### config.mk
export PLATFORM = sky130hd
export DESIGN_NAME = vtac_codec
export DESIGN_NICKNAME = d
export VERILOG_FILES = /design/src/vtac_pkg.sv /design/src/vtac_codec.sv
export SDC_FILE = /design/constraint.sdc
export NUM_CORES = 1
export LEC_CHECK = 0
export CORE_MARGIN = 2
export CORE_UTILIZATION = 60
export CTS_CLUSTER_DIAMETER = 40
export CTS_CLUSTER_SIZE = 16
export DETAILED_ROUTE_END_ITERATION = 12
export DONT_BUFFER_PORTS = 1
export PLACE_DENSITY = 0.84
export SETUP_SLACK_MARGIN = 0.02
export SKIP_CTS_REPAIR_TIMING = 1
export SLEW_MARGIN = 30
export SYNTH_ARGS = -nofsm -noshare
export SYNTH_HDL_FRONTEND = slang
export SYNTH_SLANG_ARGS = --single-unit
export TNS_END_PERCENT = 1
### constraint.sdc
create_clock -name ref_clk_i -period 4.7 [get_ports ref_clk_i]
set_input_delay 0.705 -clock ref_clk_i [delete_from_list [all_inputs] [get_ports ref_clk_i]]
set_output_delay 0.705 -clock ref_clk_i [all_outputs]
set_load 0.1 [all_outputs]
### src/vtac_pkg.sv
// Purpose: constants and types for the vicinity tag air codec
// Assumes: 100 MHz system clock, carrier seen as a sampled input
// Notes:   frame and slot timing is counted in carrier periods; power-up and turnaround in system clocks
package vtac_pkg;
  localparam int          CLK_NS        = 10;
  localparam int          POWERUP_NS    = 100000;   // 0.1 ms
  localparam int          TURN_NS       = 311500;   // 311.5 us
  localparam int          POWERUP_CYC   = (POWERUP_NS + CLK_NS - 1) / CLK_NS;
  localparam int          TURN_CYC      = (TURN_NS + CLK_NS - 1) / CLK_NS;
  // receive timebase in carrier periods
  localparam logic [16:0] HALF_SLOT     = 17'h00080;  // 9.44 us
  localparam logic [16:0] SLOT          = 17'h00100;  // 18.88 us
  localparam logic [16:0] ROUND_TK      = 17'h00040;
  localparam logic [16:0] DATA_ORG      = 17'h00100;
  localparam logic [16:0] SOF_LIMIT     = 17'h00480;
  localparam logic [3:0]  SOF_HS_QUAD   = 4'h6;
  localparam logic [3:0]  SOF_HS_BYTE   = 4'h8;
  // transmit subcarrier dividers and high-rate pulse counts
  localparam logic [4:0]  DIV_LO        = 5'h1F;      // carrier/32 minus one
  localparam logic [4:0]  DIV_HI        = 5'h1B;      // carrier/28 minus one
  localparam logic [4:0]  N_BIT_LO      = 5'h08;
  localparam logic [4:0]  N_BIT_HI      = 5'h09;
  localparam logic [4:0]  N_BIT_OFF     = 5'h08;
  localparam logic [4:0]  N_DLM_LO      = 5'h18;
  localparam logic [4:0]  N_DLM_HI      = 5'h1B;
  localparam logic [4:0]  N_DLM_OFF     = 5'h18;
  // register map
  localparam logic [7:0]  ADDR_CTRL     = 8'h00;
  localparam logic [7:0]  ADDR_STATUS   = 8'h04;
  localparam logic [7:0]  ADDR_TXDATA   = 8'h0C;
  localparam int          CTRL_FAST     = 0;
  localparam int          CTRL_DUAL     = 1;
  localparam int          CTRL_HIGH     = 2;
  localparam int          ST_ERR        = 3;
  localparam int          ST_UNDER      = 5;
  localparam int          TX_LAST       = 8;
  localparam logic [2:0]  CTRL_RST      = 3'h0;

  typedef enum logic [2:0] {R_OFF, R_IDLE, R_SOF, R_DATA, R_BUSY} vtac_rx_state_type;
  typedef enum logic [2:0] {T_IDLE, T_SOF, T_SOFBIT, T_DATA, T_EOFBIT, T_EOF} vtac_tx_state_type;
  typedef enum logic [1:0] {K_OFF, K_LO, K_HI} vtac_kind_type;

  typedef struct packed {
    vtac_kind_type kind;
    logic [4:0]    cnt;
  } vtac_seg_type;

  typedef struct packed {
    logic [7:0] data;
    logic       valid;
    logic       sof;
    logic       eof;
    logic       err;
  } vtac_rx_type;

  typedef struct packed {
    logic       psel;
    logic       penable;
    logic       pwrite;
    logic [7:0] paddr;
    logic [31:0] pwdata;
  } vtac_apb_req_type;
endpackage

### src/vtac_codec.sv
// Purpose: tag-side air codec, pulse-position decode and Manchester encode
// Assumes: pause_i high while a reader pause is demodulated; carrier_i is the
//          carrier square wave, both asynchronous to ref_clk_i
// Notes:   air timing counted in carrier ticks
`timescale 1ns/1ps
module vtac_codec #(
  parameter int POWERUP_CYCLES = vtac_pkg::POWERUP_CYC,
  parameter int TURN_CYCLES    = vtac_pkg::TURN_CYC
) (
  input  wire logic                      ref_clk_i,
  input  wire logic                      sys_rst_i,
  input  wire logic                      field_on_i,
  input  wire logic                      carrier_i,
  input  wire logic                      pause_i,
  input  wire vtac_pkg::vtac_apb_req_type apb_i,
  output logic [31:0]                    prdata_o,
  output logic                           pready_o,
  output logic                           pslverr_o,
  output vtac_pkg::vtac_rx_type          rx_stream_o,
  output logic                           rx_ready_o,
  output logic                           tx_busy_o,
  output logic                           load_mod_o
);
  import vtac_pkg::*;

  typedef struct packed {
    logic [1:0]        car_s;
    logic [1:0]        pau_s;
    logic [1:0]        fld_s;
    logic              car_q;
    logic              pau_q;
    vtac_rx_state_type rx;
    logic              from_tx;
    logic [15:0]       wait_cnt;
    logic [16:0]       tk;
    logic              mode4;
    logic [1:0]        pair_n;
    logic [7:0]        shreg;
    logic              first;
    vtac_rx_type       out;
    logic              err;
    logic [7:0]        rx_cnt;
    logic [2:0]        ctrl;
    vtac_tx_state_type tx;
    logic [7:0]        hold;
    logic              hold_last;
    logic              hold_full;
    logic [7:0]        cur;
    logic              cur_last;
    logic [2:0]        bit_n;
    logic              half;
    vtac_seg_type      seg;
    logic [7:0]        left;
    logic [4:0]        ph;
    logic              load;
    logic              under;
    logic [31:0]       rdata;
  } vtac_state_type;

  vtac_state_type st;
  vtac_state_type next_st;

  ////////////////////////////////////////////////////////////////////////////
  // segment table at high rate; delimiters use the same bit shapes
  function automatic vtac_seg_type seg_of(input vtac_tx_state_type s, input logic b,
                                          input logic dual, input logic h);
    vtac_seg_type r;
    r = '{K_OFF, N_BIT_OFF};
    unique case (s)
      T_SOF:
        r = h ? '{K_LO, N_DLM_LO} : (dual ? '{K_HI, N_DLM_HI} : '{K_OFF, N_DLM_OFF});
      T_EOF:
        r = h ? (dual ? '{K_HI, N_DLM_HI} : '{K_OFF, N_DLM_OFF}) : '{K_LO, N_DLM_LO};
      default:
      begin
        if (dual)
          r = (b ^ h) ? '{K_HI, N_BIT_HI} : '{K_LO, N_BIT_LO};
        else
          r = (b ^ h) ? '{K_OFF, N_BIT_OFF} : '{K_LO, N_BIT_LO};
      end
    endcase
    return r;
  endfunction

  // pulse count for the selected rate
  function automatic logic [7:0] scale(input logic [4:0] c, input logic high, input logic fast);
    logic [7:0] s;
    s = high ? {3'h0, c} : {1'b0, c, 2'h0};
    return fast ? {1'b0, s[7:1]} : s;
  endfunction

  logic       car_tick;
  logic       pau_edge;
  logic       eff_dual;
  logic [16:0] p;
  logic [16:0] hs;
  logic [8:0]  nslots;
  logic [4:0]  per;
  logic        wr;
  logic        acc;
  logic        tx_pending;

  assign car_tick   = st.car_s[1] & ~st.car_q;
  assign pau_edge   = st.pau_s[1] & ~st.pau_q;
  assign eff_dual   = st.ctrl[CTRL_DUAL] & ~st.ctrl[CTRL_FAST];
  assign p          = st.tk - DATA_ORG;
  assign hs         = (p + ROUND_TK) >> 7;
  assign nslots     = st.mode4 ? 9'h004 : 9'h100;
  assign per        = (st.seg.kind == K_HI) ? DIV_HI : DIV_LO;
  assign acc        = apb_i.psel & apb_i.penable;
  assign tx_pending = (apb_i.paddr == ADDR_TXDATA) & apb_i.pwrite & st.hold_full;
  assign pready_o   = ~tx_pending;
  assign wr         = acc & apb_i.pwrite & pready_o;
  assign pslverr_o  = acc & ~((apb_i.paddr == ADDR_CTRL) | (apb_i.paddr == ADDR_STATUS) |
                              (apb_i.paddr == ADDR_TXDATA));
  assign prdata_o   = st.rdata;
  assign rx_stream_o = st.out;
  assign rx_ready_o  = (st.rx == R_IDLE);
  assign tx_busy_o   = (st.tx != T_IDLE);
  assign load_mod_o  = st.load;

  ////////////////////////////////////////////////////////////////////////////
  always_comb
  begin
    next_st         = st;
    next_st.car_s   = {st.car_s[0], carrier_i};
    next_st.pau_s   = {st.pau_s[0], pause_i};
    next_st.fld_s   = {st.fld_s[0], field_on_i};
    next_st.car_q   = st.car_s[1];
    next_st.pau_q   = st.pau_s[1];
    next_st.out.valid = 1'b0;
    next_st.out.sof   = 1'b0;
    next_st.out.eof   = 1'b0;
    next_st.out.err   = 1'b0;
    if (wr && apb_i.paddr == ADDR_STATUS)
    begin
      next_st.err   = st.err & ~apb_i.pwdata[ST_ERR];
      next_st.under = st.under & ~apb_i.pwdata[ST_UNDER];
    end
    if (car_tick && st.tk != 17'h1FFFF)
      next_st.tk = st.tk + 17'h00001;

    // receive path
    unique case (st.rx)
      R_OFF:
      begin
        next_st.wait_cnt = st.wait_cnt + 16'h0001;
        if (st.wait_cnt >= 16'(POWERUP_CYCLES - 1))
          next_st.rx = R_IDLE;
      end
      R_IDLE:
        if (pau_edge)
        begin
          next_st.rx = R_SOF;
          next_st.tk = '0;
        end
      R_SOF:
        if (pau_edge)
        begin
          next_st.tk     = '0;
          next_st.pair_n = '0;
          next_st.first  = 1'b1;
          next_st.rx_cnt = '0;
          if (hs[3:0] + 4'h2 == SOF_HS_QUAD || hs[3:0] + 4'h2 == SOF_HS_BYTE)
          begin
            next_st.rx      = R_DATA;
            next_st.mode4   = (hs[3:0] + 4'h2 == SOF_HS_QUAD);
            next_st.out.sof = 1'b1;
          end
          else
            next_st.rx = R_IDLE;
        end
        else if (st.tk > SOF_LIMIT)
          next_st.rx = R_IDLE;
      R_DATA:
      begin
        if (pau_edge)
        begin
          if (st.tk + ROUND_TK < DATA_ORG || hs[16:1] >= {7'h0, nslots})
          begin
            next_st.rx      = R_IDLE;
            next_st.err     = 1'b1;
            next_st.out.err = 1'b1;
          end
          else if (!hs[0])
          begin
            next_st.rx      = R_IDLE;
            next_st.out.eof = 1'b1;
            next_st.err     = next_st.err | (st.mode4 & (st.pair_n != 2'h0));
          end
          else
          begin
            // second-half pause carries the slot value
            next_st.tk = st.tk - ((hs >> 1) << 8) - SLOT;
            if (st.mode4)
            begin
              next_st.shreg  = {hs[2:1], st.shreg[7:2]};
              next_st.pair_n = st.pair_n + 2'h1;
            end
            if (!st.mode4 || st.pair_n == 2'h3)
            begin
              next_st.out.data  = st.mode4 ? {hs[2:1], st.shreg[7:2]} : hs[8:1];
              next_st.out.valid = 1'b1;
              next_st.rx_cnt    = st.rx_cnt + 8'h01;
              next_st.first     = 1'b0;
              if (st.first)
              begin
                next_st.ctrl[CTRL_DUAL] = st.mode4 ? st.shreg[2] : hs[1];
                next_st.ctrl[CTRL_HIGH] = st.mode4 ? st.shreg[3] : hs[2];
              end
            end
          end
        end
        else if (st.tk > DATA_ORG + ({8'h0, nslots} << 8) + HALF_SLOT)
        begin
          next_st.rx      = R_IDLE;
          next_st.err     = 1'b1;
          next_st.out.err = 1'b1;
        end
      end
      R_BUSY:
        if (st.tx == T_IDLE)
        begin
          next_st.wait_cnt = st.wait_cnt + 16'h0001;
          if (st.wait_cnt >= 16'(TURN_CYCLES - 1))
            next_st.rx = R_IDLE;
        end
      default:
        next_st.rx = R_OFF;
    endcase

    // transmit path; a frame starts on any clock, then advances only on carrier periods
    if (st.tx == T_IDLE)
    begin
      next_st.load = 1'b0;
      if (st.hold_full && st.rx == R_IDLE)
      begin
        next_st.tx        = T_SOF;
        next_st.rx        = R_BUSY;
        next_st.wait_cnt  = '0;
        next_st.cur       = st.hold;
        next_st.cur_last  = st.hold_last;
        next_st.hold_full = 1'b0;
        next_st.bit_n     = '0;
        next_st.half      = 1'b0;
        next_st.ph        = '0;
        next_st.seg       = seg_of(T_SOF, 1'b1, eff_dual, 1'b0);
        next_st.left      = scale(next_st.seg.cnt, st.ctrl[CTRL_HIGH], st.ctrl[CTRL_FAST]);
      end
    end
    else if (car_tick)
    begin
      // phase runs across segment changes, so subcarrier switches stay continuous
      next_st.ph   = (st.ph == per) ? 5'h00 : st.ph + 5'h01;
      next_st.load = (st.seg.kind != K_OFF) && (st.ph < {1'b0, per[4:1]} + 5'h01);
      if (st.ph == per)
      begin
        next_st.left = st.left - 8'h01;
        if (st.left == 8'h01)
        begin
          next_st.half = ~st.half;
          if (st.half)
          begin
            unique case (st.tx)
              T_SOF:    next_st.tx = T_SOFBIT;
              T_SOFBIT: next_st.tx = T_DATA;
              T_DATA:
              begin
                next_st.bit_n = st.bit_n + 3'h1;                        // data lsb first
                if (st.bit_n == 3'h7)
                begin
                  if (st.cur_last)
                    next_st.tx = T_EOFBIT;
                  else if (st.hold_full)
                  begin
                    next_st.cur       = st.hold;
                    next_st.cur_last  = st.hold_last;
                    next_st.hold_full = 1'b0;
                  end
                  else
                  begin
                    // starved source: close the frame cleanly rather than stall the air
                    next_st.tx    = T_EOFBIT;
                    next_st.under = 1'b1;
                  end
                end
              end
              T_EOFBIT: next_st.tx = T_EOF;
              T_EOF:    next_st.tx = T_IDLE;
              default:  next_st.tx = T_IDLE;
            endcase
          end
          next_st.seg  = seg_of(next_st.tx, (next_st.tx == T_SOFBIT) |
                                ((next_st.tx == T_DATA) & next_st.cur[next_st.bit_n]),
                                eff_dual, ~st.half);
          next_st.left = scale(next_st.seg.cnt, st.ctrl[CTRL_HIGH], st.ctrl[CTRL_FAST]);
        end
      end
    end

    // bus writes; status clears were applied first so hardware sets win
    if (wr && apb_i.paddr == ADDR_CTRL)
      next_st.ctrl = apb_i.pwdata[2:0];
    if (wr && apb_i.paddr == ADDR_TXDATA)
    begin
      next_st.hold      = apb_i.pwdata[7:0];
      next_st.hold_last = apb_i.pwdata[TX_LAST];
      next_st.hold_full = 1'b1;
    end
    if (apb_i.psel && !apb_i.penable)
      unique case (apb_i.paddr)
        ADDR_CTRL:   next_st.rdata = {29'h0, st.ctrl};
        ADDR_STATUS: next_st.rdata = {16'h0, st.rx_cnt, 2'h0, st.under, st.mode4, st.err,
                                      st.hold_full, (st.tx != T_IDLE), (st.rx == R_IDLE)};
        default:     next_st.rdata = '0;
      endcase

    // field loss forces the receiver back into power-up
    if (!st.fld_s[1])
    begin
      next_st.rx       = R_OFF;
      next_st.wait_cnt = '0;
      next_st.tx       = T_IDLE;
      next_st.load     = 1'b0;
    end
  end

  always_ff @(posedge ref_clk_i or posedge sys_rst_i)
  begin
    if (sys_rst_i)
    begin
      st      <= '0;
      st.rx   <= R_OFF;
      st.tx   <= T_IDLE;
      st.ctrl <= CTRL_RST;
    end
    else
      st <= next_st;
  end
endmodule

==> metrics.yaml <==
status: "finished, final reports clean"
cts_made_buffers: 17
antenna_found_initial: 0
post_synth.cell_area_avg_sq_um: 9.353
maxSlewHeadroom: 0.3670
die_height_um: 127.0
htree_levels: 4
clock_tree.buffer_depth: 2
hold_viol_final: 0
syn2layout_area_growth_pct: 5.737
gp_congestion: 0.9306
nNetsFinal: 1041
post-synth-top-area-fraction: 0.3724
io_buffers: 0
dp_slack_ns: 1.039
ys_dominant_reg_cell: "dfrtp_1"
drt_iter0_drc: 749
p_comb_frac: 0.233
cts_tree: "done"
synth_area_leaders: "dfrtp_1 (37%), ha_1 (8.6%), xnor2_1 (4.0%), buf_4 (3.8%), nand2_1 (3.5%)"
path_cells: "inv_1 > nand3_1 > nor3_1 > and3_1 > ha_1 > and4_1 > nand4_1 > a21o_1 > a2111oi_4 > nand2_1 > a311oi_1"
ys_seq_area_frac: 0.3724
vias: 7131
finalSetupViolations: 0
ys_ff_latch: 135
end_kind: "register"
drcViolationCount: 0
synth_cell_types: 81
ioPinCount: 97
syn_inst: 970
rsz0062_at_grt: "false"
fin_crit_ns: 3.734
switchingPower_w: 0.001016
power.density_nw_per_um2: 353.0
drive_gt1_frac: 0.1028
leakage_nw: 4.269
clkLatencyLatePin_ns: 0.43
crit_type: "register to register"
critPathMaxStageDelay_ns: 0.59
hp-class: "input port to asynchronous set/reset pin"
synth-warning-count: 0
vias_per_cell: 6.322
fin_ws_ns: 0.9664
intPower_w: 0.002371
cap_violations: 0
p_clk_frac: 0.404
required_ns: 5.02
crit_slowest_cell: "a2111oi_4"
async_reset_ff_frac: 1.000
dieWidth_um: 127.0
grt.total_usage: 0.2555
overflow: 0
initial_core_util: 0.6195
yosys.area.top_type: "dfrtp_1"
drv_slew: 0
synth-edff-count: 0
fin_tns_setup_ns: 0
syn_area_sq_um: 9072
row_count: 44
core-area_sq_um: 14640
switching_share: 0.2999
first_pass_iters: 5
cp.arrival_ns: 4.05
grt_max_degree: 100
start_kind: "register"
die-area_sq_um: 16120
clock_skew_ns: 0.006048
cts_sinks: 135
cts-root-buf: "clkbuf_16"
wl_per_cell_um: 17.64
clkTransAtPathRegs_ns: 0.06
final_common_cell: "dfrtp_1"
worst_slew_pin_slew_ns: 0.9495
pwr-share-seq: 0.364
grt_pass1_wl_um: 33190
wirelength_um: 19890
post-dp-hpwl_um: 14400
min_period_over_period: 0.7944
clock.fmax_mhz: 267.8
diodes: 0
worstPathMaxFanout: 12
final_antenna_net_count: 0
grt_pass1_vias: 6741
ir_worst_vdd_mv: 0.2984
final_cell_mix: "dfrtp_1 (135), nand2_1 (85), nor2_1 (69), ha_1 (62), o21ai_0 (53)"
[per-layer routing]
metal,routed length (um),share of wire,GRT usage,up-vias
li1,-,-,-,3356
met4,650,0.033,0.1170,0
met1,8872,0.45,0.3449,3422
met2,9076,0.46,0.3937,300
met5,0,0,0,-
met3,1295,0.065,0.05863,53
[per-stage QoR]
stage | hold slack, ns | cells | util | instance area, sq um | power (W)
2_1_floorplan | 0.3312 | 987 | - | 9141 | 0.001895
3_5_place_dp | 0.3370 | 1095 | 0.6118 | 8959 | 0.002036
6_report | 0.08419 | 1128 | 0.6551 | 9593 | 0.003386
3_3_place_gp | 0.3359 | 1095 | 0.6111 | 8949 | 0.002013
5_1_grt | 0.08574 | 1128 | 0.6551 | 9593 | 0.003544
4_1_cts | 0.2946 | 1127 | 0.6532 | 9565 | 0.003398
[final timing paths]
| path | startpoint | to | slack (ns) | depth (start not counted) |
|---|---|---|---|---|
| worst max-delay path | st[124] | st[116] | 0.97 | 11 |
| max in group asynchronous | sys_rst_i | st[44] | 3.87 | 2 |
| min in group ref_clk_i | pause_i | next_st[158] | 0.30 | 0 |
| worst max register to register | st[124] | st[116] | 0.97 | 11 |
| worst min register to register | next_st[156] | st[156] | 0.34 | 0 |
| worst min-delay path | sys_rst_i | next_st[158] | 0.08 | 1 |
[layout make-up]
type	instances	area [sq um]
multi-input cells	712	5067
fillers	1112	5051
repair buffers	11	102.6
flip-flops and latches	135	3378
well taps	184	230.2
inverters	54	207.7
clock buffers	20	456.7
clock inverters	12	150.1
[state kept, by name, indices dropped and copies added (netlist names)]
signal,cells
rx_stream_o,12
load_mod_o,1
next_st,5
prdata_o,14
st,103
[power groups by stage]
stage	logic (W)	registers [W]	clock network, W
after floorplan	0.000660	0.00124	0
after global placement	0.000765	0.00125	0
after detailed placement	0.000787	0.00125	0
after CTS	0.000789	0.00123	0.00138
after global routing	0.000872	0.00123	0.00144
final	0.000787	0.00123	0.00137
[critical path: cells and delay by family, from the launching register on]
family                   cells  cell delay, ns
adder cells (fa/ha/maj)      1            0.17
AO/OA/AOI/OAI                3            1.27
flip-flops                   1            0.50
AND/OR/NAND/NOR              6            1.44
buffers and inverters        1            0.23
[cells by family (layout without fill, tap and decap cells)]
| logic type | Yosys count | after routing | share of synthesized area |
|---|---|---|---|
| buffers and inverters | 140 | 97 | 0.07930 |
| AO/OA/AOI/OAI | 223 | 223 | 0.1743 |
| multiplexers | 46 | 46 | 0.05847 |
| adder cells (fa/ha/maj) | 63 | 63 | 0.08661 |
| AND/OR/NAND/NOR | 302 | 302 | 0.1706 |
| XOR/XNOR | 60 | 60 | 0.05792 |
| flip-flops | 135 | 135 | 0.3724 |
| other | 1 | 18 | 0.0004133 |
[synthesized netlist by cell type (7+ instances only)]
cell type	instances
a211oi_1	10
a21oi_1	35
a22o_1	17
and3_1	10
buf_2	11
buf_4	46
clkbuf_1	26
dfrtp_1	135
ha_1	62
inv_1	50
mux2_2	20
mux2_4	8
mux2i_1	14
nand2_1	85
nand2b_1	15
nand3_1	30
nand3b_1	8
nand4_1	14
nor2_1	70
nor3_1	14
nor4_1	11
o211ai_1	7
o21ai_0	53
o21ai_1	8
o22ai_1	12
or3_1	8
xnor2_1	41
xor2_1	19
(Power assumes the default switching activity.)
